$ cat config.mk
export PLATFORM = sky130hd
export DESIGN_NAME = mad_datapath
export DESIGN_NICKNAME = d
export VERILOG_FILES = /design/src/include/mad_pkg.sv /design/src/mad_addsub.sv /design/src/mad_stack_ptr.sv /design/src/mad_datapath.sv
export SDC_FILE = /design/constraint.sdc
export NUM_CORES = 1
export LEC_CHECK = 0
export BUFFER_PORTS_ARGS = -buffer_cell sky130_fd_sc_hd__clkbuf_2
export CAP_MARGIN = 20
export CORE_MARGIN = 2
export CORE_UTILIZATION = 40
export CTS_BUF_LIST = sky130_fd_sc_hd__clkbuf_4
export CTS_CLUSTER_SIZE = 24
export DETAILED_ROUTE_END_ITERATION = 12
export PLACE_DENSITY_LB_ADDON = 0.3
export SLEW_MARGIN = 40
export SYNTH_ARGS = -nofsm -noshare
export SYNTH_HDL_FRONTEND = slang
export SYNTH_SLANG_ARGS = --single-unit
$ cat constraint.sdc
create_clock -name clk -period 5.7 [get_ports clk]
set_clock_uncertainty 0.2 [all_clocks]
set_input_delay 0.285 -clock clk [delete_from_list [all_inputs] [get_ports clk]]
set_output_delay 0.285 -clock clk [all_outputs]
set_load 0.01 [all_outputs]
$ cat src/include/mad_pkg.sv
`default_nettype none
// ****************************************************************
// shared constants and types of the move / arithmetic datapath
// ****************************************************************
package mad_pkg;

    // data and address widths
    localparam int DATA_W = 8;
    localparam int ADDR_W = 8;
    localparam int WORD_W = 16;

    // single-bit access is limited to the low part of data memory
    localparam logic [ADDR_W-1:0] BIT_ADDR_MAX = 8'h3F;

    // stack pointer step for one flag/work register pair
    localparam logic [ADDR_W-1:0] STACK_STEP = 8'h02;
    localparam logic [ADDR_W-1:0] STACK_RESET = 8'h00;

    // flag byte layout as stored on the stack
    localparam int FLAG_ZERO_POS = 0;
    localparam int FLAG_CARRY_POS = 1;
    localparam int FLAG_HALF_POS = 2;
    localparam int FLAG_RANGE_POS = 3;

    // reset value and byte constants
    localparam logic [DATA_W-1:0] WORK_RESET = 8'h00;
    localparam logic [DATA_W-1:0] ZERO_BYTE = 8'h00;
    localparam logic [DATA_W-1:0] ONE_BYTE = 8'h01;

    // instruction cycle: two clocks; indirect moves take two of them
    localparam int CLKS_PER_T = 2;
    localparam int INDIRECT_T = 2;

    // operations carried out by the datapath
    typedef enum logic [4:0] {
        OP_NOP,
        OP_MOV_A_I,
        OP_MOV_M_A,
        OP_MOV_A_M,
        OP_MOV_A_IO,
        OP_MOV_IO_A,
        OP_TIMER_SNAP,
        OP_TIMER_PRESET,
        OP_IND_LOAD,
        OP_IND_STORE,
        OP_XCH,
        OP_PUSH_FLAGS,
        OP_POP_FLAGS,
        OP_ADD_A_I,
        OP_ADD_A_M,
        OP_ADD_M_A,
        OP_ADDC_A_M,
        OP_ADDC_M_A,
        OP_ADDC_A,
        OP_ADDC_M,
        OP_SUB_A_I,
        OP_SUB_A_M,
        OP_SUB_M_A,
        OP_SUBC_A_M,
        OP_SUBC_M_A,
        OP_SUBC_A,
        OP_SUBC_M,
        OP_INC_M,
        OP_DEC_M,
        OP_CLEAR_M
    } mad_op_e;

endpackage
`default_nettype wire

$ cat src/mad_addsub.sv
`timescale 1ns/10ps
`default_nettype none
// ****************************************************************
// eight-bit adder / subtractor with carry, half carry and range flags
// ****************************************************************
module mad_addsub
    import mad_pkg::*;
(
    // operands
    input  wire logic [DATA_W-1:0] opA,
    input  wire logic [DATA_W-1:0] opB,
    input  wire logic              carryIn,
    input  wire logic              subtract,
    // result
    output logic      [DATA_W-1:0] result,
    output logic                   carryOut,
    output logic                   halfOut,
    output logic                   rangeOut
);
    logic [DATA_W-1:0] bEff;
    logic              cEff;
    logic [DATA_W:0]   full;
    logic [4:0]        low;

    // subtraction adds the two's complement; carry reads as borrow then
    always_comb begin
        bEff     = subtract ? ~opB : opB;
        cEff     = subtract ? ~carryIn : carryIn;
        full     = {1'b0, opA} + {1'b0, bEff} + {{DATA_W{1'b0}}, cEff};
        low      = {1'b0, opA[3:0]} + {1'b0, bEff[3:0]} + {4'h0, cEff};
        result   = full[DATA_W-1:0];
        carryOut = full[DATA_W] ^ subtract;
        halfOut  = low[4] ^ subtract;
        // same operand signs but a different result sign: out of range
        rangeOut = (opA[7] == bEff[7]) && (result[7] != opA[7]);
    end
endmodule
`default_nettype wire

$ cat src/mad_stack_ptr.sv
`timescale 1ns/10ps
`default_nettype none
// ****************************************************************
// stack pointer: software load, step up on push, step down on pop
// ****************************************************************
module mad_stack_ptr
    import mad_pkg::*;
(
    // clock and reset
    input  wire logic              clk,
    input  wire logic              rst,
    // control
    input  wire logic              load,
    input  wire logic [ADDR_W-1:0] loadValue,
    input  wire logic              stepUp,
    input  wire logic              stepDown,
    // state
    output logic      [ADDR_W-1:0] stackPtr,
    output logic      [ADDR_W-1:0] stackPtrDown
);
    typedef struct packed {
        logic [ADDR_W-1:0] ptr;
    } mad_sp_s;

    mad_sp_s cur;
    mad_sp_s next_cur;

    // a step from the datapath wins over a software load in the same cycle
    always_comb begin
        next_cur = cur;
        if (stepUp) begin
            next_cur.ptr = cur.ptr + STACK_STEP;
        end else if (stepDown) begin
            next_cur.ptr = cur.ptr - STACK_STEP;
        end else if (load) begin
            next_cur.ptr = loadValue;
        end
    end

    always_ff @(posedge clk) begin
        if (rst) begin
            cur.ptr <= STACK_RESET;
        end else begin
            cur <= next_cur;
        end
    end

    assign stackPtr     = cur.ptr;
    assign stackPtrDown = cur.ptr - STACK_STEP;
endmodule
`default_nettype wire

$ cat src/mad_datapath.sv
// How it works
// - zero flag set when an updating operation leaves an all-zero result
// - carry flag holds unsigned carry of add or borrow of subtract
// - half-carry flag set on a carry out of the low nibble, or on a borrow into it for subtract
// - signed-range flag set when the signed 8-bit result overflows
// - single-bit memory access is only valid for addresses up to 0x3F
// - immediate load and store to memory leave every flag alone
// - memory or IO load into work register updates only zero flag
// - work register to IO writes the byte, flags untouched
// - timer snapshot writes the 16-bit count to a memory word
// - timer preset loads the 16-bit count from a memory word
// - indirect load reads byte at pointer address, two instruction cycles
// - indirect store writes work register at pointer, two instruction cycles
// - exchange swaps work register and memory byte, flags untouched
// - push stores flags and work register at stack pointer, then adds 2
// - pop subtracts 2 first, then restores flags and work register
// - add sums work register with immediate or memory, all flags updated
// - add-with-carry also adds the carry flag, all flags updated
// - subtract uses two's complement of the subtrahend, all flags updated
// - subtract-with-borrow also subtracts the carry flag
// - increment and decrement a memory byte in place, all flags updated
// - clear writes zero to the memory byte, flags untouched
`timescale 1ns/10ps
`default_nettype none
module mad_datapath
    import mad_pkg::*;
(
    // clock and reset
    input  wire logic              clk,
    input  wire logic              rst,
    // operation request
    input  wire logic              opValid,
    input  wire mad_op_e           opCode,
    input  wire logic [DATA_W-1:0] opImm,
    input  wire logic [ADDR_W-1:0] opAddr,
    output logic                   opReady,
    output logic                   opDone,
    output logic                   bitAddrOk,
    // stack pointer load
    input  wire logic              stackLoad,
    input  wire logic [ADDR_W-1:0] stackLoadValue,
    output logic      [ADDR_W-1:0] stackPtr,
    // data memory, asynchronous read of the byte pair at memAddr
    output logic      [ADDR_W-1:0] memAddr,
    input  wire logic [DATA_W-1:0] memRdData,
    input  wire logic [DATA_W-1:0] memRdHi,
    output logic                   memWrEn,
    output logic                   memWrHiEn,
    output logic      [DATA_W-1:0] memWrData,
    output logic      [DATA_W-1:0] memWrHi,
    // io space, asynchronous read
    output logic      [ADDR_W-1:0] ioAddr,
    input  wire logic [DATA_W-1:0] ioRdData,
    output logic                   ioWrEn,
    output logic      [DATA_W-1:0] ioWrData,
    // sixteen-bit timer
    input  wire logic [WORD_W-1:0] timerCount,
    output logic                   timerLoad,
    output logic      [WORD_W-1:0] timerLoadValue,
    // architectural state
    output logic      [DATA_W-1:0] workRegister,
    output logic                   zeroFlag,
    output logic                   carryFlag,
    output logic                   halfCarryBit,
    output logic                   signedRangeBit
);
    // ****************************************************************
    // state
    // ****************************************************************
    typedef enum logic [2:0] {
        ST_IDLE,
        ST_EXEC,
        ST_PTR,
        ST_SETTLE,
        ST_IND
    } mad_state_e;

    typedef struct packed {
        mad_state_e        st;
        mad_op_e           op;
        logic [DATA_W-1:0] imm;
        logic [DATA_W-1:0] work;
        logic              z;
        logic              c;
        logic              hc;
        logic              ov;
        logic [ADDR_W-1:0] mAddr;
        logic              mWr;
        logic              mWrHi;
        logic [DATA_W-1:0] mData;
        logic [DATA_W-1:0] mHi;
        logic [ADDR_W-1:0] iAddr;
        logic              iWr;
        logic [DATA_W-1:0] iData;
        logic              tLoad;
        logic [WORD_W-1:0] tValue;
        logic              done;
        logic              bitOk;
    } mad_dp_s;

    mad_dp_s cur;
    mad_dp_s next_cur;

    // ****************************************************************
    // arithmetic unit and stack pointer
    // ****************************************************************
    logic [DATA_W-1:0] aluA;
    logic [DATA_W-1:0] aluB;
    logic              aluCin;
    logic              aluSub;
    logic [DATA_W-1:0] aluRes;
    logic              aluC;
    logic              aluHc;
    logic              aluOv;
    logic              toMem;
    logic              isArith;
    logic              spUp;
    logic              spDown;
    logic [ADDR_W-1:0] spDownValue;

    mad_addsub u_addsub (
        .opA      (aluA),
        .opB      (aluB),
        .carryIn  (aluCin),
        .subtract (aluSub),
        .result   (aluRes),
        .carryOut (aluC),
        .halfOut  (aluHc),
        .rangeOut (aluOv)
    );

    mad_stack_ptr u_stack (
        .clk          (clk),
        .rst          (rst),
        .load         (stackLoad),
        .loadValue    (stackLoadValue),
        .stepUp       (spUp),
        .stepDown     (spDown),
        .stackPtr     (stackPtr),
        .stackPtrDown (spDownValue)
    );

    // operand selection; carry doubles as borrow for the subtract forms
    always_comb begin
        aluA    = cur.work;
        aluB    = memRdData;
        aluCin  = 1'b0;
        aluSub  = 1'b0;
        toMem   = 1'b0;
        isArith = 1'b1;
        unique case (cur.op)
            OP_ADD_A_I:  aluB = cur.imm;
            OP_ADD_A_M:  aluB = memRdData;
            OP_ADD_M_A:  toMem = 1'b1;
            OP_ADDC_A_M: aluCin = cur.c;
            OP_ADDC_M_A: begin
                aluCin = cur.c;
                toMem  = 1'b1;
            end
            OP_ADDC_A: begin
                aluB   = ZERO_BYTE;
                aluCin = cur.c;
            end
            OP_ADDC_M: begin
                aluA   = memRdData;
                aluB   = ZERO_BYTE;
                aluCin = cur.c;
                toMem  = 1'b1;
            end
            OP_SUB_A_I: begin
                aluB   = cur.imm;
                aluSub = 1'b1;
            end
            OP_SUB_A_M:  aluSub = 1'b1;
            OP_SUB_M_A: begin
                aluA   = memRdData;
                aluB   = cur.work;
                aluSub = 1'b1;
                toMem  = 1'b1;
            end
            OP_SUBC_A_M: begin
                aluSub = 1'b1;
                aluCin = cur.c;
            end
            OP_SUBC_M_A: begin
                aluA   = memRdData;
                aluB   = cur.work;
                aluSub = 1'b1;
                aluCin = cur.c;
                toMem  = 1'b1;
            end
            OP_SUBC_A: begin
                aluB   = ZERO_BYTE;
                aluSub = 1'b1;
                aluCin = cur.c;
            end
            OP_SUBC_M: begin
                aluA   = memRdData;
                aluB   = ZERO_BYTE;
                aluSub = 1'b1;
                aluCin = cur.c;
                toMem  = 1'b1;
            end
            OP_INC_M: begin
                aluA  = memRdData;
                aluB  = ONE_BYTE;
                toMem = 1'b1;
            end
            OP_DEC_M: begin
                aluA   = memRdData;
                aluB   = ONE_BYTE;
                aluSub = 1'b1;
                toMem  = 1'b1;
            end
            default: isArith = 1'b0;
        endcase
    end

    // stack steps: push in its execute cycle, before its write lands; pop before its read
    assign spUp   = (cur.st == ST_EXEC) && (cur.op == OP_PUSH_FLAGS);
    assign spDown = opValid && opReady && (opCode == OP_POP_FLAGS);

    // ****************************************************************
    // sequencing
    // ****************************************************************
    // a request is taken in idle and addresses the memory at once; the
    // next cycle reads, computes and posts writes that land one cycle later
    always_comb begin
        next_cur       = cur;
        next_cur.mWr   = 1'b0;
        next_cur.mWrHi = 1'b0;
        next_cur.iWr   = 1'b0;
        next_cur.tLoad = 1'b0;
        next_cur.done  = 1'b0;
        unique case (cur.st)
            ST_IDLE: begin
                if (opValid) begin
                    next_cur.op    = opCode;
                    next_cur.imm   = opImm;
                    next_cur.mAddr = opAddr;
                    next_cur.iAddr = opAddr;
                    // the bit unit outside may only touch the low memory page
                    next_cur.bitOk = (opAddr <= BIT_ADDR_MAX);
                    if (opCode == OP_PUSH_FLAGS) begin
                        next_cur.mAddr = stackPtr;
                    end else if (opCode == OP_POP_FLAGS) begin
                        next_cur.mAddr = spDownValue;
                    end
                    if (opCode == OP_IND_LOAD || opCode == OP_IND_STORE) begin
                        next_cur.st = ST_PTR;
                    end else begin
                        next_cur.st = ST_EXEC;
                    end
                end
            end
            ST_EXEC: begin
                next_cur.st   = ST_IDLE;
                next_cur.done = 1'b1;
                if (isArith) begin
                    next_cur.z  = (aluRes == ZERO_BYTE);
                    next_cur.c  = aluC;
                    next_cur.hc = aluHc;
                    next_cur.ov = aluOv;
                    if (toMem) begin
                        next_cur.mWr   = 1'b1;
                        next_cur.mData = aluRes;
                    end else begin
                        next_cur.work = aluRes;
                    end
                end
                unique case (cur.op)
                    OP_MOV_A_I: next_cur.work = cur.imm;
                    OP_MOV_M_A, OP_CLEAR_M: begin
                        next_cur.mWr   = 1'b1;
                        next_cur.mData = (cur.op == OP_CLEAR_M) ? ZERO_BYTE
                                                                : cur.work;
                    end
                    OP_MOV_A_M: begin
                        next_cur.work = memRdData;
                        next_cur.z    = (memRdData == ZERO_BYTE);
                    end
                    OP_MOV_A_IO: begin
                        next_cur.work = ioRdData;
                        next_cur.z    = (ioRdData == ZERO_BYTE);
                    end
                    OP_MOV_IO_A: begin
                        next_cur.iWr   = 1'b1;
                        next_cur.iData = cur.work;
                    end
                    OP_TIMER_SNAP: begin
                        next_cur.mWr   = 1'b1;
                        next_cur.mWrHi = 1'b1;
                        next_cur.mData = timerCount[DATA_W-1:0];
                        next_cur.mHi   = timerCount[WORD_W-1:DATA_W];
                    end
                    OP_TIMER_PRESET: begin
                        next_cur.tLoad  = 1'b1;
                        next_cur.tValue = {memRdHi, memRdData};
                    end
                    OP_XCH: begin
                        next_cur.work  = memRdData;
                        next_cur.mWr   = 1'b1;
                        next_cur.mData = cur.work;
                    end
                    OP_PUSH_FLAGS: begin
                        // work register in the low byte, flags above it
                        next_cur.mWr   = 1'b1;
                        next_cur.mWrHi = 1'b1;
                        next_cur.mData = cur.work;
                        next_cur.mHi   = ZERO_BYTE;
                        next_cur.mHi[FLAG_ZERO_POS]  = cur.z;
                        next_cur.mHi[FLAG_CARRY_POS] = cur.c;
                        next_cur.mHi[FLAG_HALF_POS]  = cur.hc;
                        next_cur.mHi[FLAG_RANGE_POS] = cur.ov;
                    end
                    OP_POP_FLAGS: begin
                        next_cur.work = memRdData;
                        next_cur.z    = memRdHi[FLAG_ZERO_POS];
                        next_cur.c    = memRdHi[FLAG_CARRY_POS];
                        next_cur.hc   = memRdHi[FLAG_HALF_POS];
                        next_cur.ov   = memRdHi[FLAG_RANGE_POS];
                    end
                    default: ;
                endcase
            end
            ST_PTR: begin
                // only the pointer's low byte addresses the small memory
                next_cur.mAddr = memRdData;
                next_cur.st    = ST_SETTLE;
            end
            ST_SETTLE: begin
                // spare clock fills out the second instruction cycle
                next_cur.st = ST_IND;
            end
            ST_IND: begin
                next_cur.st   = ST_IDLE;
                next_cur.done = 1'b1;
                if (cur.op == OP_IND_LOAD) begin
                    next_cur.work = memRdData;
                end else begin
                    next_cur.mWr   = 1'b1;
                    next_cur.mData = cur.work;
                end
            end
        endcase
    end

    // ****************************************************************
    // registers
    // ****************************************************************
    always_ff @(posedge clk) begin
        if (rst) begin
            cur      <= '0;
            cur.st   <= ST_IDLE;
            cur.op   <= OP_NOP;
            cur.work <= WORK_RESET;
        end else begin
            cur <= next_cur;
        end
    end

    // ports
    assign opReady        = (cur.st == ST_IDLE);
    assign opDone         = cur.done;
    assign bitAddrOk      = cur.bitOk;
    assign memAddr        = cur.mAddr;
    assign memWrEn        = cur.mWr;
    assign memWrHiEn      = cur.mWrHi;
    assign memWrData      = cur.mData;
    assign memWrHi        = cur.mHi;
    assign ioAddr         = cur.iAddr;
    assign ioWrEn         = cur.iWr;
    assign ioWrData       = cur.iData;
    assign timerLoad      = cur.tLoad;
    assign timerLoadValue = cur.tValue;
    assign workRegister   = cur.work;
    assign zeroFlag       = cur.z;
    assign carryFlag      = cur.c;
    assign halfCarryBit   = cur.hc;
    assign signedRangeBit = cur.ov;
endmodule
`default_nettype wire

Yosys cells after proc, flatten, opt, wreduce, memory -nomap -nowiden

Cells that the tools add are included.

Eq/ne operators: 45
Multiply operators: 0
Bitwise gates (word level): 5
Muxes and demuxes: 41
Add/subtract/negate cells: 6
Div/mod/pow operators: 0
Shift-type cells: 0
Reductions and logical operators: 40
Order comparisons: 1

Operator list:

| cell                  | count |
|---|---|
| $mux W8               | 14 |
| $eq A5 B5 Y1 const B  | 14 |
| $pmux W8 S2           | 4 |
| $eq A5 B4 Y1 const B  | 11 |
| $pmux W8 S3           | 2 |
| $pmux W8 S4           | 1 |
| $logic_not A8 Y1      | 3 |
| $reduce_or A8 Y1      | 3 |
| $eq A5 B3 Y1 const B  | 4 |
| $ne A5 B3 Y1 const B  | 4 |
| $mux W17              | 1 |
| $mux W16              | 1 |
| $reduce_or A16 Y1     | 1 |
| $reduce_or A2 Y1      | 8 |
| $reduce_and A2 Y1     | 7 |
| $mux W12              | 1 |
| $pmux W3 S4           | 1 |
| $mux W1               | 11 |
| $eq A5 B2 Y1 const B  | 2 |
| $add A8 B8 Y9         | 1 |
| $add A9 B1 Y9         | 1 |
| $mux W9               | 1 |
| $add A8 B2 Y8 const B | 1 |
| $le A8 B6 Y1 const B  | 1 |
| 28 further kinds      | 40 |

Word-level logic and storage cells: 159
Bits in latches: 0
Input port bits: 73
Memories: 0
Memory bits (writable): 0
Memory bits (read-only): 0
Register bits after elaboration: 98

Longest topological paths before layout

Gate-level depths: netlist of run 1.

Depth in word-level cells: 12
Gate-level depth with buffers: 16

By module

A second synthesis of run 1 with hierarchy kept.

Cell total of the unflattened synthesis: 817
Area, all modules: 6517.5 µm²

By module, submodules not included:

| module        | area an instance (µm²) | seq. area each (µm²) | cells an instance | times used |
|---|---|---|---|---|
| mad_datapath  | 5397.7                 | 1801.7               | 677               | 1 |
| mad_stack_ptr | 695.7                  | 160.2                | 90                | 1 |
| mad_addsub    | 424.2                  | 0.0                  | 50                | 1 |

Worst setup path before layout of run 1

No wires, ideal clock.

Path type: flip-flop to flip-flop
Start: reg cur[82] (netlist bit)
End: reg cur (netlist bit workRegister[4])
Setup slack: 1.728 ns
Arrival: 3.638 ns
Cell stages (with the launch flop): 16
Path buffers: 3
Clock period less this slack: 3.972 ns
Data required time: 5.366 ns
Cell sequence: dfxtp_1 -> buf_4 -> buf_2 -> buf_2 -> nor3_1 -> a221o_1 -> mux2i_1 -> xnor2_1 -> fa_1 -> fa_1 -> a21o_1 -> a21oi_1 -> xnor2_1 -> a222oi_1 -> a2bb2oi_1 -> a211oi_1

Word-level cells in the longest chain between the ends: 11
Elaborated cells between the ends (all ways): 52

RTL lines:

| what                                                                  | line                | text |
|---|---|---|
| from (decl)                                                           | mad_datapath.sv:101 | `mad_dp_s cur;` |
| from (signal assigned)                                                | mad_datapath.sv:358 | `cur <= next_cur;` |
| $eq A5 B5 Y1 or $eq A5 B4 Y1 (tied branches)                          | mad_datapath.sv:151 | `unique case (cur.op)` |
| $reduce_or A4 Y1 (no source line) or $reduce_or A2 Y1 (tied branches) | --                  |  |
| $pmux W8 S4                                                           | mad_datapath.sv:151 |  |
| $not A8 Y8                                                            | mad_addsub.sv:27    | `bEff = subtract ? ~opB : opB;` |
| $mux W8                                                               | mad_addsub.sv:27    |  |
| $add A8 B8 Y9                                                         | mad_addsub.sv:29    | `full = {1'b0, opA} + {1'b0, bEff} + {{DATA_W{1'b0}}, cEff};` |
| $add A9 B1 Y9                                                         | mad_addsub.sv:29    |  |
| $mux W8                                                               | mad_datapath.sv:264 | `if (toMem) begin` |
| $mux W12                                                              | mad_datapath.sv:259 | `if (isArith) begin` |
| $pmux W8 S3                                                           | mad_datapath.sv:271 | `unique case (cur.op)` |
| $pmux W8 S2                                                           | mad_datapath.sv:235 | `unique case (cur.st)` |

Parallel ways exist; a longest one is shown, timed or not. The select of a mux whose other input is x is not followed.
A chain may end at the register's enable or synchronous reset.

Worst setup path after layout of run 1

Start: reg cur[84] (netlist bit)
End: reg cur (netlist bit memWrData[6])

Word-level cells in the longest chain between the ends: 11
Elaborated cells between the ends (all ways): 54

RTL lines:

| what                                                                  | line |
|---|---|
| $eq A5 B5 Y1 or $eq A5 B4 Y1 (tied branches)                          | mad_datapath.sv:151 |
| $reduce_or A4 Y1 (no source line) or $reduce_or A2 Y1 (tied branches) | -- |
| $pmux W8 S4                                                           | mad_datapath.sv:151 |
| $not A8 Y8                                                            | mad_addsub.sv:27 |
| $mux W8                                                               | mad_addsub.sv:27 |
| $add A8 B8 Y9                                                         | mad_addsub.sv:29 |
| $add A9 B1 Y9                                                         | mad_addsub.sv:29 |
| $mux W8                                                               | mad_datapath.sv:264 |
| $mux W8                                                               | mad_datapath.sv:259 |
| $pmux W8 S3                                                           | mad_datapath.sv:271 |
| $pmux W8 S2                                                           | mad_datapath.sv:235 |

Parallel ways exist; a longest one is shown, timed or not. The select of a mux whose other input is x is not followed.

==> summary.txt, run 1 <==
Clocking
  • Post-CTS Setup Repair Bufs: 0
  • Clk slew on worst S/H paths: 0.17 ns
  • Hold buffer count at cts: 59
  • TritonCTS buffer count: 9
  • Clock sink count: 98
  • CTS resizes: 0
  • Clock latency on the worst-skew pair: 0.50 ns
  • CTS root buf: clkbuf_4
  • H-tree depth: 3
  • CTS tree: done
  • CTS Buffer Depth: 2

Die
  • IO Pins: 156
  • Core Region: 15200 sq um
  • Die Y: 129 um
  • Initial Utilization: 0.410
  • Width of the die: 129 um
  • Die ar.: 16600 sq um
  • Row Count: 45

Flow run
  • Max Cap Viol: 0

Critical path
  • Arrival @ worst endpoint: 4.94 ns
  • Worst path cell trace: and2_1 > a2bb2oi_1 > nor3_2 > a221o_1 > mux2i_1 > xnor2_1 > fa_1 > fa_1 > a211oi_1 > o21bai_1 > a21oi_1 > xor2_1 > o21ai_1 > o221a_2
  • Crit-path max cell delay: 0.79 ns
  • Critical path required time: 5.91 ns
  • Slowest CP cell: dfxtp_1
  • Most numerous cell on the critical path: fa_1
  • Crit path kind: reg2reg
  • CP bufs+invs: 0
  • Crit path max fanout: 25
  • Delay-heaviest family, CP: compound AO/OA/AOI/OAI gates
  • Critical path launch point type: flop
  • CP endpoint kind: flop

Global route
  • Largest net degree at the start of global routing: 57
  • Vias in the first global route: 5800
  • GRT overflow: 0
  • GRT Overall Usage: 0.236
  • Initial antenna violation count: 0
  • First-pass GRT wire length: 30600 um

Detailed routing
  • Post-route DRC: 0
  • DR vias: 6170
  • DR WL/cell: 17.8 um
  • Routed Antenna Nets: 0
  • DR iter-0 viols: 527
  • DRT Pass-1 Iters: 8
  • Drt via density: 5.65
  • Total routed wirelength: 19500 um

Timing
  • PnR worst setup slack: 0.971 ns
  • Slew @ Worst Pin: 0.747 ns
  • Final Slew Violations: 0
  • Unrepaired setup endpoints after global routing: false
  • Minimum clock period: 4.73 ns
  • Headroom to the max-slew limit: 0.500
  • Final setup vio count: 0
  • Period utilization: 0.830
  • Max Freq: 211 MHz
  • Setup TNS: 0 ns
  • Fin. Hold Viols: 0

Pwr
  • Max IR drop VDD: 157 uV
  • Pleak: 3.09 nW
  • Pwr/cell area: 205 nW/um^2

Synthesis
  • Asr flop ratio synth: 0
  • Post-Syn Area: 6230 sq um
  • Synthesized netlist cell count: 783
  • Syn nets: 867
  • Unique cell type count in the Yosys netlist: 79
  • Register area share after synthesis: 0.315
  • Synthesized area per cell: 7.96 sq um
  • Top_reg_cell synth: dfxtp_1
  • #FFs+latches synth: 98
  • Syn. warnings: 0
  • Number of synthesized flops with an enable pin: 0

Final layout
  • Diodes inserted: 0
  • Final core utilization: 0.481
  • Layout Nets: 984
  • Design area: 7310 sq um
  • Share of layout cells above drive strength 1: 0.234
  • Layout area overhead: 17.4%

Placed design
  • Gpl congestion: 0.939
  • Dpl cell area: 6590 sq um
  • DP HPWL: 13600 um
  • Worst slack at placement: 0.878 ns
  • IO buf count: 155

Min path
  • HP Class: in2reg

Run status
  • Status: finished clean
[synthesized netlist by cell type (5+ instances only)]
cell type	count	share of area
nand2_1	115	0.069
dfxtp_1	98	0.31
a21oi_1	89	0.071
buf_4	68	0.082
nor2_1	63	0.038
clkbuf_1	30	0.018
o21ai_0	27	0.022
mux2i_1	17	0.027
nor3_1	17	0.014
xnor2_1	16	0.022
a222oi_1	14	0.022
buf_2	12	0.0096
nand2b_1	11	0.011
a22oi_1	10	0.012
a211oi_1	9	0.011
ha_1	9	0.018
inv_1	9	0.0054
nand3_1	9	0.0072
mux2_2	8	0.014
nor2b_1	8	0.0080
and2_1	7	0.0070
and3_1	7	0.0070
xor2_1	7	0.0098
a221oi_1	6	0.0084
o21ai_1	6	0.0048
a21o_1	5	0.0060
nor4_1	5	0.0050
o22ai_1	5	0.0050
[power breakdown]
part / switching [mW] / total, mW / internal [mW]
combinational: 0.210 / 0.380 / 0.171
clock: 0.267 / 0.367 / 0.100
sequential: 0.0414 / 0.755 / 0.713
total: 0.518 / 1.50 / 0.984
[registers in the layout, summed over array words and instances (netlist names)]
signal,cells
cur,16
timerLoadValue,16
ioAddr,8
ioWrData,8
memAddr,8
memWrData,8
memWrHi,8
u_stack.stackPtr,8
workRegister,8
bitAddrOk,1
carryFlag,1
halfCarryBit,1
ioWrEn,1
memWrEn,1
memWrHiEn,1
opDone,1
signedRangeBit,1
timerLoad,1
zeroFlag,1
[path summary, 6_finish.rpt]
check | startpoint | to | slack, ns | cells after the start
max | cur[84] | memWrData[6] | 0.97 | 14
min | timerCount[3] | memWrData[3] | 0.04 | 3
max reg2reg | cur[84] | memWrData[6] | 0.97 | 14
min reg2reg | timerLoadValue[12] | timerLoadValue[12] | 0.27 | 2
[cell type report]
class / instances / area (sq um)
repair buffers: 222 / 1430
well taps: 188 / 235
fillers: 1547 / 7890
flip-flops and latches: 98 / 1960
inverters: 9 / 33.8
multi-input cells: 560 / 3530
clock buffers: 10 / 75.1
clock inverters: 6 / 50.0
[through the flow]
step                cells  power (mW)  hold WS [ns]
finish               1093        1.50        0.0358
global route         1093        1.58        0.0233
CTS                  1093        1.51       0.00797
floorplan             783        1.01         0.221
detailed placement   1018        1.11         0.248
global placement     1018        1.11         0.242
[routing by layer]
layer,routed length (um),GRT usage,vias to the layer above
met5,0,0,-
met4,506,0.0806,0
met3,1700,0.0686,31
met2,8760,0.376,289
met1,8540,0.306,2860
li1,-,-,2990
[layout by cell type, fill, tap and decap left out, types with 6 or more instances in the layout]
master         Yosys  routed
a22oi_1           10      10
a221oi_1           6       6
nor3_1            17      15
dfxtp_1           98      97
buf_4             68       8
clkbuf_4           0      10
ha_1               9       9
xnor2_1           16      16
mux2i_1           17      17
clkbuf_2           1     154
a211oi_1           9       9
mux2_2             8       8
inv_1              9       9
nor2b_1            8       8
a222oi_1          14      14
nand2_1          115     114
and2_1             7       7
dlygate4sd3_1      0      59
and3_1             7       7
nand3_1            9       9
nand2b_1          11      11
a21oi_1           89      89
o21ai_0           27      27
o21ai_1            6       6
xor2_1             7       7
nor2_1            63      63
[cell families (layout without fill, tap and decap cells)]
group | after synthesis | in the layout | share of synthesized area
AO/OA/AOI/OAI | 222 | 222 | 0.241
flip-flops | 98 | 98 | 0.315
adder cells (fa/ha/maj) | 11 | 11 | 0.0245
buffers and inverters | 125 | 247 | 0.122
multiplexers | 28 | 28 | 0.0496
XOR/XNOR | 23 | 23 | 0.0323
AND/OR/NAND/NOR | 276 | 276 | 0.215
[worst reg2reg max path: stages, from the launching register on]
cell and delay (ns):
dfxtp_1 0.79, and2_1 0.36, a2bb2oi_1 0.14, nor3_2 0.43
a221o_1 0.25, mux2i_1 0.08, xnor2_1 0.18, fa_1 0.47
fa_1 0.45, a211oi_1 0.31, o21bai_1 0.12, a21oi_1 0.18
xor2_1 0.35, o21ai_1 0.10, o221a_2 0.25
No activity file was read; power rests on OpenSTA's default activity.
==> run 2, diff against run 1 <==
==> constraint.sdc (replaced) <==
create_clock -name clk -period 4.2 [get_ports clk]
set_clock_uncertainty 0.2 [all_clocks]
set_input_delay 0.21 -clock clk [delete_from_list [all_inputs] [get_ports clk]]
set_output_delay 0.21 -clock clk [all_outputs]
set_load 0.01 [all_outputs]
==> run 2 against run 1 <==
  * Critical path depth did not move
  * Sequential share of layout area fell by 0.67 points
  * Hold slack improved by 0.0055 ns
  * Non-clock buffer count rose by 21
  * Combinational power rose by 42%
  * Die area did not move
  * Fmax rose by 21%
  * Cell count rose by 1.9%
  * Sequential power rose by 35%
  * Flip-flop and latch count did not move
  * Routed wire length rose by 1.1%
  * Worst setup slack got worse by 0.67 ns
==> summary.txt, run 2 (synthesized netlist as in run 1, its figures left out) <==
Critical path
  • R2R setup slack: 0.30 ns
  • Crit path kind: reg2reg
  • Crit-path max cell delay: 0.46 ns
  • Crit path from: cur[84]
  • Critical path required time: 4.40 ns
  • Most numerous cell on the critical path: fa_1
  • CP bufs+invs: 0
  • Critical path launch point type: flop
  • Worst path cell trace: and2_1 > a2bb2oi_1 > nor3_1 > a221o_1 > mux2i_1 > xnor2_1 > fa_1 > fa_1 > a211oi_2 > o21bai_1 > a21oi_1 > xor2_1 > o21ai_1 > o221a_2
  • Slowest CP cell: fa_1
  • Critical R2R Capture: memWrData[6]
  • Crit path max fanout: 8
  • Delay-heaviest family, CP: compound AO/OA/AOI/OAI gates
  • CP endpoint kind: flop
  • Arrival @ worst endpoint: 4.10 ns
  • R2r startpoint: cur[84]
  • Reg2reg path depth: 14

Die
  • Row Count: 45
  • Initial Utilization: 0.410
  • Die ar.: 16600 sq um
  • Width of the die: 129 um
  • IO Pins: 156
  • Die Y: 129 um
  • Core Region: 15200 sq um

Final layout
  • Design area: 7510 sq um
  • Diodes inserted: 0
  • FILL cells: 1505
  • Commonest non-fill, non-tap cell in the layout: clkbuf_2
  • Layout area overhead: 20.5%
  • Share of layout cells above drive strength 1: 0.241
  • Most frequent cells in the layout: 154 x clkbuf_2, 115 x nand2_1, 96 x dfxtp_1
  • Layout Nets: 1005

Min path
  • Hold depth: 4
  • WHS Endpoint: workRegister[3]
  • HP Class: in2reg
  • Hold Crit Start: ioRdData[3]

Detailed routing
  • Total routed wirelength: 19700 um
  • Drt via density: 5.57
  • Post-route DRC: 0
  • DR WL/cell: 17.7 um
  • DR iter-0 viols: 515
  • Routed Antenna Nets: 0
  • DR vias: 6209
  • DRT Pass-1 Iters: 5

Clocking
  • Clk slew on worst S/H paths: 0.16 ns
  • Post-CTS Setup Repair Bufs: 0
  • CTS Buffer Depth: 2
  • TritonCTS buffer count: 9
  • CTS root buf: clkbuf_4
  • Clock latency on the worst-skew pair: 0.49 ns
  • H-tree depth: 3
  • CTS tree: done
  • Clock sink count: 98

Timing
  • Setup TNS: 0 ns
  • Final Slew Violations: 0
  • Period utilization: 0.929
  • Max Freq: 256 MHz
  • Headroom to the max-slew limit: 0.510
  • Unrepaired setup endpoints after global routing: true
  • PnR worst setup slack: 0.300 ns
  • Slew @ Worst Pin: 0.732 ns
  • Final setup vio count: 0
  • Fin. Hold Viols: 0
  • Minimum clock period: 3.90 ns

Placed design
  • Dpl cell area: 6670 sq um
  • IO buf count: 155
  • DP HPWL: 13800 um
  • Gpl congestion: 0.944
  • Worst slack at placement: 0.262 ns

Global route
  • GRT Overall Usage: 0.238
  • Initial antenna violation count: 0
  • First-pass GRT wire length: 31100 um
  • Largest net degree at the start of global routing: 65
  • GRT overflow: 0
  • Vias in the first global route: 5845

Pwr
  • Pleak: 3.20 nW
  • Sequential power share: 0.482
  • Comb pwr share: 0.256
  • Pwr/cell area: 281 nW/um^2
  • Max IR drop VDD: 161 uV
  • Clock power share: 0.262
  • P_int: 1.41 mW
  • Pwr Total: 2.11 mW
  • Switching share of power: 0.332
  • P_sw: 0.700 mW

Flow run
  • Max Cap Viol: 0

Run status
  • Status: finished clean
-- run 2: changes by cell type in the layout (fill, tap and decap cells not counted), moves of 2 or more --
cell,delta
buf_4,+12
clkinv_4,-2
inv_6,+2
nor3_1,+2
dlygate4sd3_1,+9
-- run 2: stage by stage --
stage,util,cells,hold slack [ns]
finish,0.494,1114,0.0413
global route,0.494,1114,0.0302
CTS,0.493,1114,0.00389
detailed placement,0.439,1030,0.238
global placement,0.438,1030,0.235
floorplan,-,783,0.146
-- run 2: tightest hold or removal path: stages --
cell and delay, ns:
clkbuf_2 0.11, a222oi_1 0.09, o211ai_1 0.16, o211a_1 0.15
-- run 2: layer usage --
| layer | vias up | routed length (um) | track usage |
|---|---|---|---|
| met2 | 261 | 9050 | 0.389 |
| met4 | 0 | 447 | 0.0678 |
| li1 | 3039 | - | - |
| met3 | 29 | 1490 | 0.0578 |
| met1 | 2880 | 8740 | 0.312 |
| met5 | - | 0 | 0 |
-- run 2: power groups by stage --
stage / Combinational [mW] / Sequential (mW) / Clock, mW
3_3_place_gp: 0.476 / 1.04 / 0
3_5_place_dp: 0.477 / 1.04 / 0
4_1_cts: 0.530 / 1.02 / 0.572
6_report: 0.539 / 1.02 / 0.553
2_1_floorplan: 0.355 / 1.01 / 0
5_1_grt: 0.595 / 1.02 / 0.603
-- run 2: layout make-up --
cell class	instances	area, sq um	share of cell area
multi-input cells	560	3520	0.469
flip-flops and latches	98	1960	0.262
well taps	188	235	0.0313
inverters	9	33.8	0.00450
repair buffers	243	1610	0.214
clock inverters	6	71.3	0.00950
clock buffers	10	75.1	0.0100
-- run 2: what timing repair did --
action	4_1_cts	5_1_grt
setup endpoints to repair	0	5
gates resized for setup	0	4
hold buffers	68	0
endpoints found under the hold margin	92	0
-- run 2: how the worst max path moves through the flow --
stage / endpoint / cells past startpoint
2_1_floorplan: workRegister[4] / 15
4_1_cts: memWrData[6] / 14
5_1_grt: workRegister[4] / 14
3_5_place_dp: memWrData[6] / 14
3_3_place_gp: memWrData[6] / 14
6_report: memWrData[6] / 14
